==> src/verilog/prcfl_pkg.sv <==
package prcfl_pkg;

    // ****************************************
    // Register map (byte addresses on APB)
    // ****************************************
    localparam logic [7:0] ADDR_ENABLE = 8'h00;
    localparam logic [7:0] ADDR_MODE = 8'h04;
    localparam logic [7:0] ADDR_SHUTDOWN = 8'h08;
    localparam logic [7:0] ADDR_SYS_FAULT = 8'h0C;
    localparam logic [7:0] ADDR_OVERLOAD = 8'h10;
    localparam logic [7:0] ADDR_VOK_FAULT = 8'h14;
    localparam logic [7:0] ADDR_GPIO_MODE_LO = 8'h18;
    localparam logic [7:0] ADDR_GPIO_MODE_HI = 8'h1C;
    localparam logic [7:0] ADDR_GPIO_OUT = 8'h20;
    localparam logic [7:0] ADDR_GPIO_IN = 8'h24;
    localparam logic [7:0] ADDR_PWM_EN = 8'h28;
    localparam logic [7:0] ADDR_PWM_BANK = 8'h2C;
    localparam logic [7:0] ADDR_PWM_DUTY0 = 8'h30;
    localparam logic [7:0] ADDR_PWM_DUTY1 = 8'h34;

    // ****************************************
    // Block bit positions (enable and shutdown mask)
    // ****************************************
    localparam int BLK_CSA = 0;
    localparam int BLK_CMP = 1;
    localparam int BLK_BST = 2;
    localparam int BLK_ADJ = 3;
    localparam int BLK_R5 = 4;
    localparam int BLK_CLS = 5;
    localparam int NUM_BLK = 6;

    // Mode register fields
    localparam int MODE_GAIN = 0;
    localparam int MODE_OCDET = 1;

    // System fault bits
    localparam int SF_BST = 0;
    localparam int SF_VOK = 1;
    localparam int SF_OL = 2;
    localparam int SF_OT = 3;
    localparam int SF_INPUT_OVERCURRENT_FLAG = 4;
    localparam int SF_OVIN = 5;
    localparam int NUM_SF = 6;

    // Unit index for overload and voltage-ok: 1p2,1p8,3p3,5p0,adj,bst,cls
    localparam int NUM_UNIT = 7;
    localparam int UNIT_R5 = 3;
    localparam int UNIT_CLS = 6;

    // ****************************************
    // Reset values
    // ****************************************
    localparam logic [7:0] RST_ENABLE = 8'h00;
    localparam logic [7:0] RST_MODE = 8'h00;
    localparam logic [7:0] RST_SHUTDOWN = 8'h00;
    localparam logic [31:0] RST_ZERO = 32'h0000_0000;

    // GPIO pin modes, two bits per pin
    localparam logic [1:0] GM_IN_PU = 2'h0;
    localparam logic [1:0] GM_OD_PU = 2'h1;
    localparam logic [1:0] GM_OD_Z = 2'h2;
    localparam logic [1:0] GM_HIZ = 2'h3;

    // ****************************************
    // Timing
    // ****************************************
    localparam int CLK_HZ = 25_000_000;
    localparam int SHORT_MS = 250;
    localparam int SHORT_CYC = (CLK_HZ / 1000) * SHORT_MS;

    // Analog fault sense bundle
    typedef struct packed {
        logic [NUM_UNIT-1:0] overload;
        logic [NUM_UNIT-1:0] vok_low;
        logic [NUM_UNIT-1:0] soft_start_fail;
        logic bst_fault;
        logic over_temp;
        logic in_overcurrent;
        logic in_overvolt;
        logic cls_short;
    } prcfl_sense_s;

endpackage : prcfl_pkg

==> src/verilog/prcfl_top.sv <==
`timescale 1ns/1ps
module prcfl_top #(
    parameter int SHORT_CYCLES = prcfl_pkg::SHORT_CYC,
    parameter int GPIO_W = 8
) (
    input wire logic mclk,
    input wire logic nrst,
    input wire logic psel,
    input wire logic penable,
    input wire logic pwrite,
    input wire logic [7:0] paddr,
    input wire logic [31:0] pwdata,
    output logic [31:0] prdata,
    output logic pready,
    output logic pslverr,
    input wire logic power_on_input,
    input wire logic emergency_shutdown_n,
    input wire prcfl_pkg::prcfl_sense_s sense,
    input wire logic [prcfl_pkg::NUM_UNIT-1:0] in_regulation,
    output logic rail_1p2_en,
    output logic rail_1p8_en,
    output logic rail_3p3_en,
    output logic rail_5p0_en,
    output logic adjustable_buck_en,
    output logic boost_converter_en,
    output logic current_limited_switch_en,
    output logic current_sense_amp_en,
    output logic open_drain_comparator_en,
    output logic sense_gain_40,
    output logic fault_output_n,
    input wire logic [GPIO_W-1:0] gpio_in,
    output logic [GPIO_W-1:0] gpio_out,
    output logic [GPIO_W-1:0] gpio_oe,
    output logic [GPIO_W-1:0] gpio_pullup_en
);

    // ****************************************
    // Input synchronisers
    // ****************************************
    localparam int SW = 2 + $bits(prcfl_pkg::prcfl_sense_s) + prcfl_pkg::NUM_UNIT + GPIO_W;
    logic [SW-1:0] raw_in;
    logic [SW-1:0] syn_in;
    logic pwr_s;
    logic emergency_shutdown_n_n_s;
    prcfl_pkg::prcfl_sense_s sen_s;
    logic [prcfl_pkg::NUM_UNIT-1:0] reg_s;
    logic [GPIO_W-1:0] gin_s;

    assign raw_in = {power_on_input, emergency_shutdown_n, sense, in_regulation, gpio_in};
    assign {pwr_s, emergency_shutdown_n_n_s, sen_s, reg_s, gin_s} = syn_in;

    prcfl_sync #(.W(SW)) u_sync (
        .mclk(mclk),
        .nrst(nrst),
        .d(raw_in),
        .q(syn_in)
    );

    // ****************************************
    // APB slave
    // ****************************************
    logic [7:0] enable_q;
    logic [7:0] mode_q;
    logic [7:0] shut_mask_q;
    logic [15:0] gpio_mode_q;
    logic [GPIO_W-1:0] gpio_dout_q;
    logic [GPIO_W-1:0] pwm_en_q;
    logic [GPIO_W-1:0] pwm_bank_q;
    logic [7:0] duty0_q;
    logic [7:0] duty1_q;
    logic [prcfl_pkg::NUM_SF-1:0] sys_flags;
    logic [prcfl_pkg::NUM_UNIT-1:0] ol_flags;
    logic [prcfl_pkg::NUM_UNIT-1:0] vok_flags;
    logic wr_acc;
    logic rd_acc;
    logic rd_sys;
    logic rd_ol;
    logic rd_vok;

    function automatic logic addr_known(input logic [7:0] a);
        addr_known = (a <= prcfl_pkg::ADDR_PWM_DUTY1) && (a[1:0] == 2'h0);
    endfunction

    // Zero-wait access phase: every transfer completes in its first access cycle
    assign wr_acc = psel && penable && pwrite && addr_known(paddr);
    assign rd_acc = psel && penable && !pwrite && addr_known(paddr);
    assign rd_sys = rd_acc && (paddr == prcfl_pkg::ADDR_SYS_FAULT);
    assign rd_ol = rd_acc && (paddr == prcfl_pkg::ADDR_OVERLOAD);
    assign rd_vok = rd_acc && (paddr == prcfl_pkg::ADDR_VOK_FAULT);

    always_ff @(posedge mclk or negedge nrst) begin
        if (!nrst) begin
            pready <= 1'b0;
            pslverr <= 1'b0;
        end else begin
            pready <= psel && !penable;
            pslverr <= psel && !penable && !addr_known(paddr);
        end
    end

    // Low byte only; upper bytes of pwdata are ignored
    always_ff @(posedge mclk or negedge nrst) begin
        if (!nrst) begin
            enable_q <= prcfl_pkg::RST_ENABLE;
            mode_q <= prcfl_pkg::RST_MODE;
            shut_mask_q <= prcfl_pkg::RST_SHUTDOWN;
            gpio_mode_q <= 16'h0000;
            gpio_dout_q <= '0;
            pwm_en_q <= '0;
            pwm_bank_q <= '0;
            duty0_q <= 8'h00;
            duty1_q <= 8'h00;
        end else if (wr_acc && pready) begin
            case (paddr)
                prcfl_pkg::ADDR_ENABLE: enable_q <= {2'h0, pwdata[5:0]};
                prcfl_pkg::ADDR_MODE: mode_q <= {6'h00, pwdata[1:0]};
                prcfl_pkg::ADDR_SHUTDOWN: shut_mask_q <= {2'h0, pwdata[5:0]};
                prcfl_pkg::ADDR_GPIO_MODE_LO: gpio_mode_q[7:0] <= pwdata[7:0];
                prcfl_pkg::ADDR_GPIO_MODE_HI: gpio_mode_q[15:8] <= pwdata[7:0];
                prcfl_pkg::ADDR_GPIO_OUT: gpio_dout_q <= pwdata[GPIO_W-1:0];
                prcfl_pkg::ADDR_PWM_EN: pwm_en_q <= pwdata[GPIO_W-1:0];
                prcfl_pkg::ADDR_PWM_BANK: pwm_bank_q <= pwdata[GPIO_W-1:0];
                prcfl_pkg::ADDR_PWM_DUTY0: duty0_q <= pwdata[7:0];
                prcfl_pkg::ADDR_PWM_DUTY1: duty1_q <= pwdata[7:0];
                default: ;
            endcase
        end
    end

    always_ff @(posedge mclk or negedge nrst) begin
        if (!nrst) begin
            prdata <= prcfl_pkg::RST_ZERO;
        end else if (psel && !penable && !pwrite) begin
            case (paddr)
                prcfl_pkg::ADDR_ENABLE: prdata <= {24'h00_0000, enable_q};
                prcfl_pkg::ADDR_MODE: prdata <= {24'h00_0000, mode_q};
                prcfl_pkg::ADDR_SHUTDOWN: prdata <= {24'h00_0000, shut_mask_q};
                prcfl_pkg::ADDR_SYS_FAULT: prdata <= {26'h000_0000, sys_flags};
                prcfl_pkg::ADDR_OVERLOAD: prdata <= {25'h000_0000, ol_flags};
                prcfl_pkg::ADDR_VOK_FAULT: prdata <= {25'h000_0000, vok_flags};
                prcfl_pkg::ADDR_GPIO_MODE_LO: prdata <= {24'h00_0000, gpio_mode_q[7:0]};
                prcfl_pkg::ADDR_GPIO_MODE_HI: prdata <= {24'h00_0000, gpio_mode_q[15:8]};
                prcfl_pkg::ADDR_GPIO_OUT: prdata <= {24'h00_0000, gpio_dout_q};
                prcfl_pkg::ADDR_GPIO_IN: prdata <= {24'h00_0000, gin_s};
                prcfl_pkg::ADDR_PWM_EN: prdata <= {24'h00_0000, pwm_en_q};
                prcfl_pkg::ADDR_PWM_BANK: prdata <= {24'h00_0000, pwm_bank_q};
                prcfl_pkg::ADDR_PWM_DUTY0: prdata <= {24'h00_0000, duty0_q};
                prcfl_pkg::ADDR_PWM_DUTY1: prdata <= {24'h00_0000, duty1_q};
                default: prdata <= prcfl_pkg::RST_ZERO;
            endcase
        end
    end

    // ****************************************
    // Fault status
    // ****************************************
    logic [prcfl_pkg::NUM_SF-1:0] sys_cond;
    logic [prcfl_pkg::NUM_UNIT-1:0] vok_cond;
    logic input_overcurrent_flag_cond;

    assign input_overcurrent_flag_cond = mode_q[prcfl_pkg::MODE_OCDET] && sen_s.in_overcurrent;
    assign vok_cond = sen_s.soft_start_fail | sen_s.vok_low;
    assign sys_cond = {sen_s.in_overvolt, input_overcurrent_flag_cond, sen_s.over_temp,
                       |sen_s.overload, |vok_cond, sen_s.bst_fault};

    prcfl_sticky #(.W(prcfl_pkg::NUM_SF)) u_sys (
        .mclk(mclk),
        .nrst(nrst),
        .cond(sys_cond),
        .rd(rd_sys && pready),
        .flags(sys_flags)
    );

    prcfl_sticky #(.W(prcfl_pkg::NUM_UNIT)) u_ol (
        .mclk(mclk),
        .nrst(nrst),
        .cond(sen_s.overload),
        .rd(rd_ol && pready),
        .flags(ol_flags)
    );

    prcfl_sticky #(.W(prcfl_pkg::NUM_UNIT)) u_vok (
        .mclk(mclk),
        .nrst(nrst),
        .cond(vok_cond),
        .rd(rd_vok && pready),
        .flags(vok_flags)
    );

    // Registered output: any raw fault except cls_short, with input overcurrent only when MODE_OCDET is set, pulls the pin on the next edge
    always_ff @(posedge mclk or negedge nrst) begin
        if (!nrst) begin
            fault_output_n <= 1'b1;
        end else begin
            fault_output_n <= !(|sys_cond);
        end
    end

    // ****************************************
    // Rail sequencing and block enables
    // ****************************************
    logic r5_reached_q;
    logic [31:0] short_cnt_q;
    logic cls_latched_q;
    logic [prcfl_pkg::NUM_BLK-1:0] keep;

    // Mask bit 1 keeps block alive while shutdown is asserted
    assign keep = emergency_shutdown_n_n_s ? {prcfl_pkg::NUM_BLK{1'b1}} : shut_mask_q[prcfl_pkg::NUM_BLK-1:0];

    always_ff @(posedge mclk or negedge nrst) begin
        if (!nrst) begin
            r5_reached_q <= 1'b0;
        end else if (!pwr_s) begin
            r5_reached_q <= 1'b0;
        end else if (reg_s[prcfl_pkg::UNIT_R5]) begin
            r5_reached_q <= 1'b1;
        end
    end

    // Short must persist the full window; the latch holds until power cycles
    always_ff @(posedge mclk or negedge nrst) begin
        if (!nrst) begin
            short_cnt_q <= 32'h0000_0000;
            cls_latched_q <= 1'b0;
        end else if (!pwr_s) begin
            short_cnt_q <= 32'h0000_0000;
            cls_latched_q <= 1'b0;
        end else if (!sen_s.cls_short) begin
            short_cnt_q <= 32'h0000_0000;
        end else if (short_cnt_q >= 32'(SHORT_CYCLES - 1)) begin
            cls_latched_q <= 1'b1;
        end else begin
            short_cnt_q <= short_cnt_q + 32'h0000_0001;
        end
    end

    always_ff @(posedge mclk or negedge nrst) begin
        if (!nrst) begin
            rail_1p2_en <= 1'b0;
            rail_1p8_en <= 1'b0;
            rail_3p3_en <= 1'b0;
            rail_5p0_en <= 1'b0;
            adjustable_buck_en <= 1'b0;
            boost_converter_en <= 1'b0;
            current_limited_switch_en <= 1'b0;
            current_sense_amp_en <= 1'b0;
            open_drain_comparator_en <= 1'b0;
            sense_gain_40 <= 1'b0;
        end else begin
            rail_1p2_en <= pwr_s;
            rail_1p8_en <= pwr_s;
            rail_3p3_en <= pwr_s;
            // Before regulation the register cannot hold the rail off
            rail_5p0_en <= pwr_s && keep[prcfl_pkg::BLK_R5] &&
                           (!r5_reached_q || enable_q[prcfl_pkg::BLK_R5]);
            adjustable_buck_en <= enable_q[prcfl_pkg::BLK_ADJ] && keep[prcfl_pkg::BLK_ADJ];
            boost_converter_en <= enable_q[prcfl_pkg::BLK_BST] && keep[prcfl_pkg::BLK_BST];
            current_limited_switch_en <= enable_q[prcfl_pkg::BLK_CLS] && keep[prcfl_pkg::BLK_CLS] &&
                                         !cls_latched_q;
            current_sense_amp_en <= enable_q[prcfl_pkg::BLK_CSA] && keep[prcfl_pkg::BLK_CSA];
            open_drain_comparator_en <= enable_q[prcfl_pkg::BLK_CMP] && keep[prcfl_pkg::BLK_CMP];
            sense_gain_40 <= mode_q[prcfl_pkg::MODE_GAIN];
        end
    end

    // ****************************************
    // GPIO and PWM
    // ****************************************
    logic [7:0] pwm_cnt_q;

    always_ff @(posedge mclk or negedge nrst) begin
        if (!nrst) begin
            pwm_cnt_q <= 8'h00;
        end else begin
            pwm_cnt_q <= pwm_cnt_q + 8'h01;
        end
    end

    genvar g;
    generate
        for (g = 0; g < GPIO_W; g++) begin : g_pin
            logic [1:0] pm;
            logic drive_low;
            logic pwm_hi;
            assign pm = gpio_mode_q[2*g +: 2];
            // Pin selects its duty bank
            assign pwm_hi = pwm_cnt_q < (pwm_bank_q[g] ? duty1_q : duty0_q);
            assign drive_low = pwm_en_q[g] ? pwm_hi : gpio_dout_q[g];
            always_ff @(posedge mclk or negedge nrst) begin
                if (!nrst) begin
                    gpio_out[g] <= 1'b0;
                    gpio_oe[g] <= 1'b0;
                    gpio_pullup_en[g] <= 1'b0;
                end else begin
                    gpio_out[g] <= 1'b0;
                    case (pm)
                        prcfl_pkg::GM_IN_PU: begin
                            gpio_oe[g] <= 1'b0;
                            gpio_pullup_en[g] <= 1'b1;
                        end
                        prcfl_pkg::GM_OD_PU: begin
                            gpio_oe[g] <= drive_low;
                            gpio_pullup_en[g] <= !drive_low;
                        end
                        prcfl_pkg::GM_OD_Z: begin
                            gpio_oe[g] <= drive_low;
                            gpio_pullup_en[g] <= 1'b0;
                        end
                        default: begin
                            gpio_oe[g] <= 1'b0;
                            gpio_pullup_en[g] <= 1'b0;
                        end
                    endcase
                end
            end
        end
    endgenerate

endmodule // prcfl_top

==> src/verilog/prcfl_sync.sv <==
`timescale 1ns/1ps
module prcfl_sync #(
    parameter int W = 1
) (
    input wire logic mclk,
    input wire logic nrst,
    input wire logic [W-1:0] d,
    output logic [W-1:0] q
);
    logic [W-1:0] meta_q;

    // First stage feeds only the second stage
    always_ff @(posedge mclk or negedge nrst) begin
        if (!nrst) begin
            meta_q <= '0;
            q <= '0;
        end else begin
            meta_q <= d;
            q <= meta_q;
        end
    end
endmodule // prcfl_sync

==> src/verilog/prcfl_sticky.sv <==
`timescale 1ns/1ps
module prcfl_sticky #(
    parameter int W = 8
) (
    input wire logic mclk,
    input wire logic nrst,
    input wire logic [W-1:0] cond,
    input wire logic rd,
    output logic [W-1:0] flags
);
    logic [W-1:0] seen_q;

    // Bit sets on fault; the first read after the fault is gone arms it, the next such read clears it
    always_ff @(posedge mclk or negedge nrst) begin
        if (!nrst) begin
            flags <= '0;
            seen_q <= '0;
        end else begin
            for (int i = 0; i < W; i++) begin
                if (cond[i]) begin
                    flags[i] <= 1'b1;
                    seen_q[i] <= 1'b0;
                end else if (rd && flags[i]) begin
                    if (seen_q[i]) begin
                        flags[i] <= 1'b0;
                        seen_q[i] <= 1'b0;
                    end else begin
                        seen_q[i] <= 1'b1;
                    end
                end
            end
        end
    end
endmodule // prcfl_sticky

==> config.mk <==
export PLATFORM = sky130hd
export DESIGN_NAME = prcfl_top
export DESIGN_NICKNAME = d
export VERILOG_FILES = /design/src/verilog/prcfl_pkg.sv /design/src/verilog/prcfl_top.sv /design/src/verilog/prcfl_sync.sv /design/src/verilog/prcfl_sticky.sv
export SDC_FILE = /design/constraint.sdc
export NUM_CORES = 1
export LEC_CHECK = 0
export BUFFER_PORTS_ARGS = -buffer_cell sky130_fd_sc_hd__buf_4
export CAP_MARGIN = 10
export CORE_ASPECT_RATIO = 0.7
export CORE_MARGIN = 4
export CORE_UTILIZATION = 40
export CTS_CLUSTER_DIAMETER = 30
export DETAILED_ROUTE_END_ITERATION = 6
export GPL_TIMING_DRIVEN = 0
export SETUP_SLACK_MARGIN = 0.15
export SYNTH_ARGS = -nofsm -noshare
export SYNTH_HDL_FRONTEND = slang
export SYNTH_SLANG_ARGS = --single-unit
==> constraint.sdc <==
create_clock -name mclk -period 2.8 [get_ports mclk]
set_input_delay 0.56 -clock mclk [delete_from_list [all_inputs] [get_ports mclk]]
set_output_delay 0.56 -clock mclk [all_outputs]
set_load 0.01 [all_outputs]
# Word level (Yosys, flattened, before mapping)
# Index checks and enable logic that the tools add are counted.
[word_totals] regBits=297 elab_cells=444
[op_classes] n_addsub=2 magnitude_cmp=10 n_eq_ne=33 muxes=162 bitwise=1 n_reduce_logical=152
[ops] operator="2-to-1 mux 1 bit" count=141
[ops] operator="one-hot mux 8 bit (14 select lines)" count=1
[ops] operator="2-to-1 mux 32 bit" count=3
[ops] operator="nonzero test 2 bit" count=40
[ops] operator="< comparator 8 bit" count=8
[ops] operator="2-to-1 mux 8 bit" count=8
[ops] operator="AND reduction 2 bit" count=31
[ops] operator="equality test 8 x 6 -> 1 bit (second input constant)" count=6
[ops] operator="logical AND 1 bit" count=45
[ops] operator="adder 32 x 1 -> 32 bit (second input constant)" count=1
[ops] operator="equality test 8 x 5 -> 1 bit (second input constant)" count=4
[ops] operator=">= comparator 32 x 23 -> 1 bit (second input constant)" count=1
[ops] operator="zero test 2 bit" count=9
[ops] operator="OR reduction 18 bit" count=1
[ops] operator="equality test 2 x 1 -> 1 bit (second input constant)" count=8
[ops] operator="equality test 2 bit (second input constant)" count=8
[ops] operator="equality test 8 x 4 -> 1 bit (second input constant)" count=2
[ops] operator="one-hot mux 1 bit (2 select lines)" count=8
[ops] operator="OR reduction 2 bit" count=8
[ops] operator="zero test 1 bit" count=14
[ops] operator="OR reduction 7 bit" count=2
[ops] operator="adder 8 x 1 -> 8 bit (second input constant)" count=1
[ops] operator="equality test 8 x 3 -> 1 bit (second input constant)" count=1
[ops] operator="<= comparator 8 x 6 -> 1 bit (second input constant)" count=1
[ops] operator="6 further kinds" count=8

# Depth between registers and ports, before layout
[depth] depth_word=8 mapped_depth=8 depth_no_buf=7

# Modules after synthesis
# Synthesis repeated with hierarchy kept, for this count alone.
[hier_totals] hier_cells=1133 hier_area_um2=13560.5
[by_module_without_submodules] mod="prcfl_top" instances=1 cells_per_inst=901 area_each_um2=9610.5
[by_module_without_submodules] mod="prcfl_sync" instances=1 cells_per_inst=86 area_each_um2=2152.1
[by_module_without_submodules] mod="prcfl_sticky at u_ol ..." instances=2 cells_per_inst=51 area_each_um2=631.9
[by_module_without_submodules] mod="prcfl_sticky at u_sys" instances=1 cells_per_inst=44 area_each_um2=534.3

# Worst setup path after synthesis
# Ideal clock, no wire load.
[synth_path] path_kind="input to register" start="input paddr[7]" end="register u_vok.flags[0]" setup_time_ns=0.124 t_arrival_ns=2.278 required_ns=2.676 setup_slack_ns=0.398 cell_stages=7 n_path_buf=3 cell_sequence="clkbuf_1 or4b_1 buf_2 nor4_4 buf_2 nand2_1 a211o_1"
[synth_via] elab_chain_len=8 word_cells_on_any_way=9 cone_classes="order compare: 1; eq/ne: 1; reduce/logical: 7"
[synth_lines] element="start: declaration" line="prcfl_top.sv:11" text="input wire logic [7:0] paddr,"
[synth_lines] element="<= comparator 8 x 6 -> 1 bit" line="prcfl_top.sv:81" text="addr_known = (a <= prcfl_pkg::ADDR_PWM_DUTY1) && (a[1:0] == 2'h0);"
[synth_lines] element="logical AND 1 bit" line="prcfl_top.sv:81"
[synth_lines] element="logical AND 1 bit" line="prcfl_top.sv:86" text="assign rd_acc = psel && penable && !pwrite && addr_known(paddr);"
[synth_lines] element="logical AND 1 bit *" line="prcfl_top.sv:89" text="assign rd_vok = rd_acc && (paddr == prcfl_pkg::ADDR_VOK_FAULT);"
[synth_lines] element="logical AND 1 bit *" line="prcfl_top.sv:186" text=".rd(rd_vok && pready),"
[synth_lines] element="logical AND 1 bit *" line="prcfl_sticky.sv:23" text="end else if (rd && flags[i]) begin"
[synth_lines] element="nonzero test 2 bit (no source line) *"
[synth_lines] element="AND reduction 2 bit (no source line) *"
[synth_lines] element="end signal: assignment" line="prcfl_sticky.sv:16" text="flags <= '0;"
[synth_lines] element="end signal: indexed assignment" line="prcfl_sticky.sv:21" text="flags[i] <= 1'b1;"
[synth_lines] element="end signal: indexed assignment" line="prcfl_sticky.sv:25" text="flags[i] <= 1'b0;"
[synth_lines] element="end: declaration" line="prcfl_sticky.sv:9" text="output logic [W-1:0] flags"
# Every way passes the cells marked *; elsewhere a longest branch is shown, timed or not.
# A chain may end at the register's enable or synchronous reset.

# Worst setup path after layout
[layout_path] start="input paddr[2]" end="register duty0_q[1]"
[layout_via] elab_chain_len=5 word_cells_on_any_way=6 cone_classes="order compare: 1; eq/ne: 1; reduce/logical: 4"
[layout_lines] element="<= comparator 8 x 6 -> 1 bit" line="prcfl_top.sv:81"
[layout_lines] element="logical AND 1 bit" line="prcfl_top.sv:81"
[layout_lines] element="logical AND 1 bit" line="prcfl_top.sv:85" text="assign wr_acc = psel && penable && pwrite && addr_known(paddr);"
[layout_lines] element="logical AND 1 bit" line="prcfl_top.sv:113" text="end else if (wr_acc && pready) begin"
[layout_lines] element="AND reduction 2 bit (no source line) *"
[layout_lines] element="end signal: assignment" line="prcfl_top.sv:123" text="prcfl_pkg::ADDR_PWM_DUTY0: duty0_q <= pwdata[7:0];"
[layout_lines] element="end: declaration" line="prcfl_top.sv:69" text="logic [7:0] duty0_q;"
# Marks and branches as above.

==> metrics.md <==
| Metric | Value |
|---|---|
| Top FF cell, synth | `dfrtp_1` |
| Die Y | `158 µm` |
| Layout area overhead | `23.9%` |
| Fin crit share | `0.933` |
| Final Hold Fails | `0` |
| Inst Count DP | `1664` |
| Hold endpoint | `u_sync.meta_q[3]$_DFF_PN0_` |
| Distinct cell type count of the synthesized netlist | `64` |
| Pin count of the biggest net entering global routing | `119` |
| Core area | `around 31000 µm²` |
| Cell count after synthesis | `1123` |
| Post-synthesis area per instance | `11.4 µm²` |
| DP Area | `14200 µm²` |
| Starting Density | `0.409` |
| Pwr Density | `~630 nW/µm²` |
| Outcome | `complete, no violations` |
| CTS Buffer Depth | `3` |
| Clock Skew | `~0.014 ns` |
| Die area | `35000 µm²` |
| RR Startpoint | `short_cnt_q[8]$_DFFE_PN0P_` |
| Final std cells w/o fill | `~1800` |
| Via count | `9429` |
| Horiz. Die Dim | `222 µm` |
| Setup violations, final | `0` |
| Yosys Warn Count | `0` |
| Final ANT Viol Nets | `0` |
| CTS Buf Count | `46` |
| Port buffer count | `88` |
| Setup CP Type | `in2reg` |
| First-pass GRT wire length | `about 54000 µm` |
| Multi-input combinational cell area | `5820 µm²` |
| RSZ-0062 raised after global routing | `false` |
| DRC | `0` |
| Worst Hold Launch | `gpio_in[3]` |
| # IOs | `157` |
| Hpwl dp | `about 25000 µm` |
| Slowest CP cell | `nor4_2` |
| Setup TNS | `0 ns` |
| CTS clk-pin slew, worst paths | `about 0.060 ns` |
| Vias in the first global route | `9277` |
| Fill cells | `2820` |
| Pleak | `6.88 nW` |
| WL/cell | `19.7 µm` |
| Root Buffer | `clkbuf_16` |
| Sequential area share after synthesis | `0.510` |
| Hold slack | `0.111 ns` |
| Number of synthesized flops with an enable pin | `0` |
| Share of cells above drive strength 1 | `0.249` |
| CTS tree | `done` |
| VDD IR max | `411 µV` |
| Nets | `1456` |
| Row Count | `54` |
| Clock latency on the worst-skew pair | `0.55 ns` |
| Max stage delay on crit path | `1.09 ns` |
| Htree depth | `2` |
| Min-Delay Path Class | `in2reg` |
| Tot GR Track Use | `0.198` |
| Fmax | `0.383 GHz` |
| Count of final max-slew check failures | `0` |
| Worst Setup Slack, final | `0.187 ns` |
| FF-to-FF End | `short_cnt_q[20]$_DFFE_PN0P_` |
| Final WL | `34500 µm` |
| Pre-antenna DRT Iters | `6` |
| Asr flop ratio synth | `1.00` |
| DP Worst Slack | `-0.343 ns` |
| 1st-iter DRT viols | `883` |
| Cell Chain, Critical Path | `buf_4, buf_2, nor4_2, nand3_2, mux2_2` |
| GPL Wtd Cong | `0.928` |
| Least-Margin Pin Slew | `1.28 ns` |
| Total gr overflow | `0` |
| CP Data Required Time | `roughly 3.2 ns` |
| Worst Path Max Fanout | `10` |
| Crit path arrival time | `3.03 ns` |
| Finished Cell Area | `roughly 16000 µm²` |
| Most frequent cells in the layout | `260 x dfrtp_1, 123 x buf_4, 86 x nand2_1, 77 x mux2_2, 74 x ha_1` |
| Drt via density | `5.38` |
| Synthesized area | `12800 µm²` |
| Max Cap Viol | `0` |
| CP endpoint kind | `register` |
| Initial antenna violation count | `1` |
| Min Tclk post-route | `between 2 and 3 ns` |
| Clock Sinks | `261` |
| Yosys reg bits | `261` |
| Rel. slew slack | `0.139` |
| Worst r2r path cells | `7` |
| R2R Setup Slk | `0.24 ns` |
| Critical Path Start Type | `input port` |
| Hold path depth | `1` |
| Storage cell area | `6530 µm²` |
| Most common cell after layout, fill and taps aside | `dfrtp_1` |
## worst max-delay path, delay by kind of cell
kind	cells	cell delay (ns)
buf+inv	2	0.32
mux	1	0.45
simple gates	2	1.69
## sequential cells by signal, summed over array words and instances (netlist names), 16 cells and up
signal         count
gpio_mode_q       16
u_sync.meta_q     37
short_cnt_q       32
u_sync.q          37
## layout make-up
| cell class | count | area share |
|---|---|---|
| Multi-Input combinational cell | 767 | 0.366 |
| Inverter | 37 | 0.00874 |
| Tap cell | 420 | 0.0331 |
| Timing Repair Buffer | 92 | 0.0466 |
| Antenna cell | 1 | 0.000157 |
| Clock buffer | 50 | 0.0759 |
| Clock inverter | 35 | 0.0266 |
| Sequential cell | 261 | 0.411 |
| Buffer | 89 | 0.0314 |
## layer usage
layer	up-vias	global-route usage	wire length, µm
li1	4371	-	-
met1	4631	0.297	16300
met2	363	0.282	14200
met3	62	0.0558	3220
met4	2	0.0561	820
met5	-	0	12
## per-stage QoR
step	util	power, mW
2_1_floorplan	-	4.07
3_3_place_gp	0.450	4.28
3_5_place_dp	0.452	4.29
4_1_cts	0.505	10.1
5_1_grt	0.507	10.4
6_report	0.507	10.0
## where the power goes
group / switching, mW / internal [mW]
sequential: 0.0424 / 3.84
combinational: 0.215 / 0.132
clock: 2.16 / 3.61
## cell families after synthesis
logic type	Yosys count	share of synthesized area
compound gates	206	0.110
xor+xnor	27	0.0184
other cells	1	0.000293
simple gates	280	0.119
fa+ha+maj	74	0.0722
mux	148	0.123
flops	261	0.510
buf+inv	126	0.0480
## synthesized netlist by cell type (all sizes together) (4+ instances only)
master	count	area share
nand2	86	0.025
a21o	28	0.016
o21a	5	0.0029
and2	11	0.0054
xnor2	5	0.0034
a211oi	12	0.0074
a21oi	37	0.014
o21bai	8	0.0047
nor4b	5	0.0044
or3	9	0.0044
nand3	24	0.011
nor3	15	0.0059
mux2i	71	0.055
ha	74	0.072
nand2b	10	0.0049
o31ai	9	0.0053
o22ai	17	0.0083
inv	37	0.011
dfrtp	260	0.51
a221o	8	0.0062
a211o	9	0.0061
or4	11	0.0064
and4	9	0.0061
mux2	77	0.068
a31oi	4	0.0020
nor2	46	0.013
o21ai	31	0.012
clkbuf	26	0.0076
nand4	5	0.0024
nor4	13	0.0085
buf	63	0.030
xor2	22	0.015
a22oi	25	0.015
and3	20	0.0098
## how the worst max path moves through the flow
stage	start	end
after floorplan	paddr[7]	u_vok.flags[0]$_DFFE_PN0P_
after global placement	nrst	u_sync.meta_q[26]$_DFF_PN0_
after detailed placement	paddr[1]	duty1_q[6]$_DFFE_PN0P_
after CTS	short_cnt_q[8]$_DFFE_PN0P_	short_cnt_q[5]$_DFFE_PN0P_
after global routing	short_cnt_q[0]$_DFFE_PN0P_	short_cnt_q[5]$_DFFE_PN0P_
final	paddr[2]	duty0_q[1]$_DFFE_PN0P_
## timing repair
item                                    in CTS  in global routing
hold buffers                                 1                  0
pin swaps                                    0                  1
gates resized for setup                      9                 18
endpoints found under the hold margin       48                  0
buffers inserted                             0                  1
endpoints found under the setup margin       6                 53
Note: power is estimated with default switching activity, not from simulation.
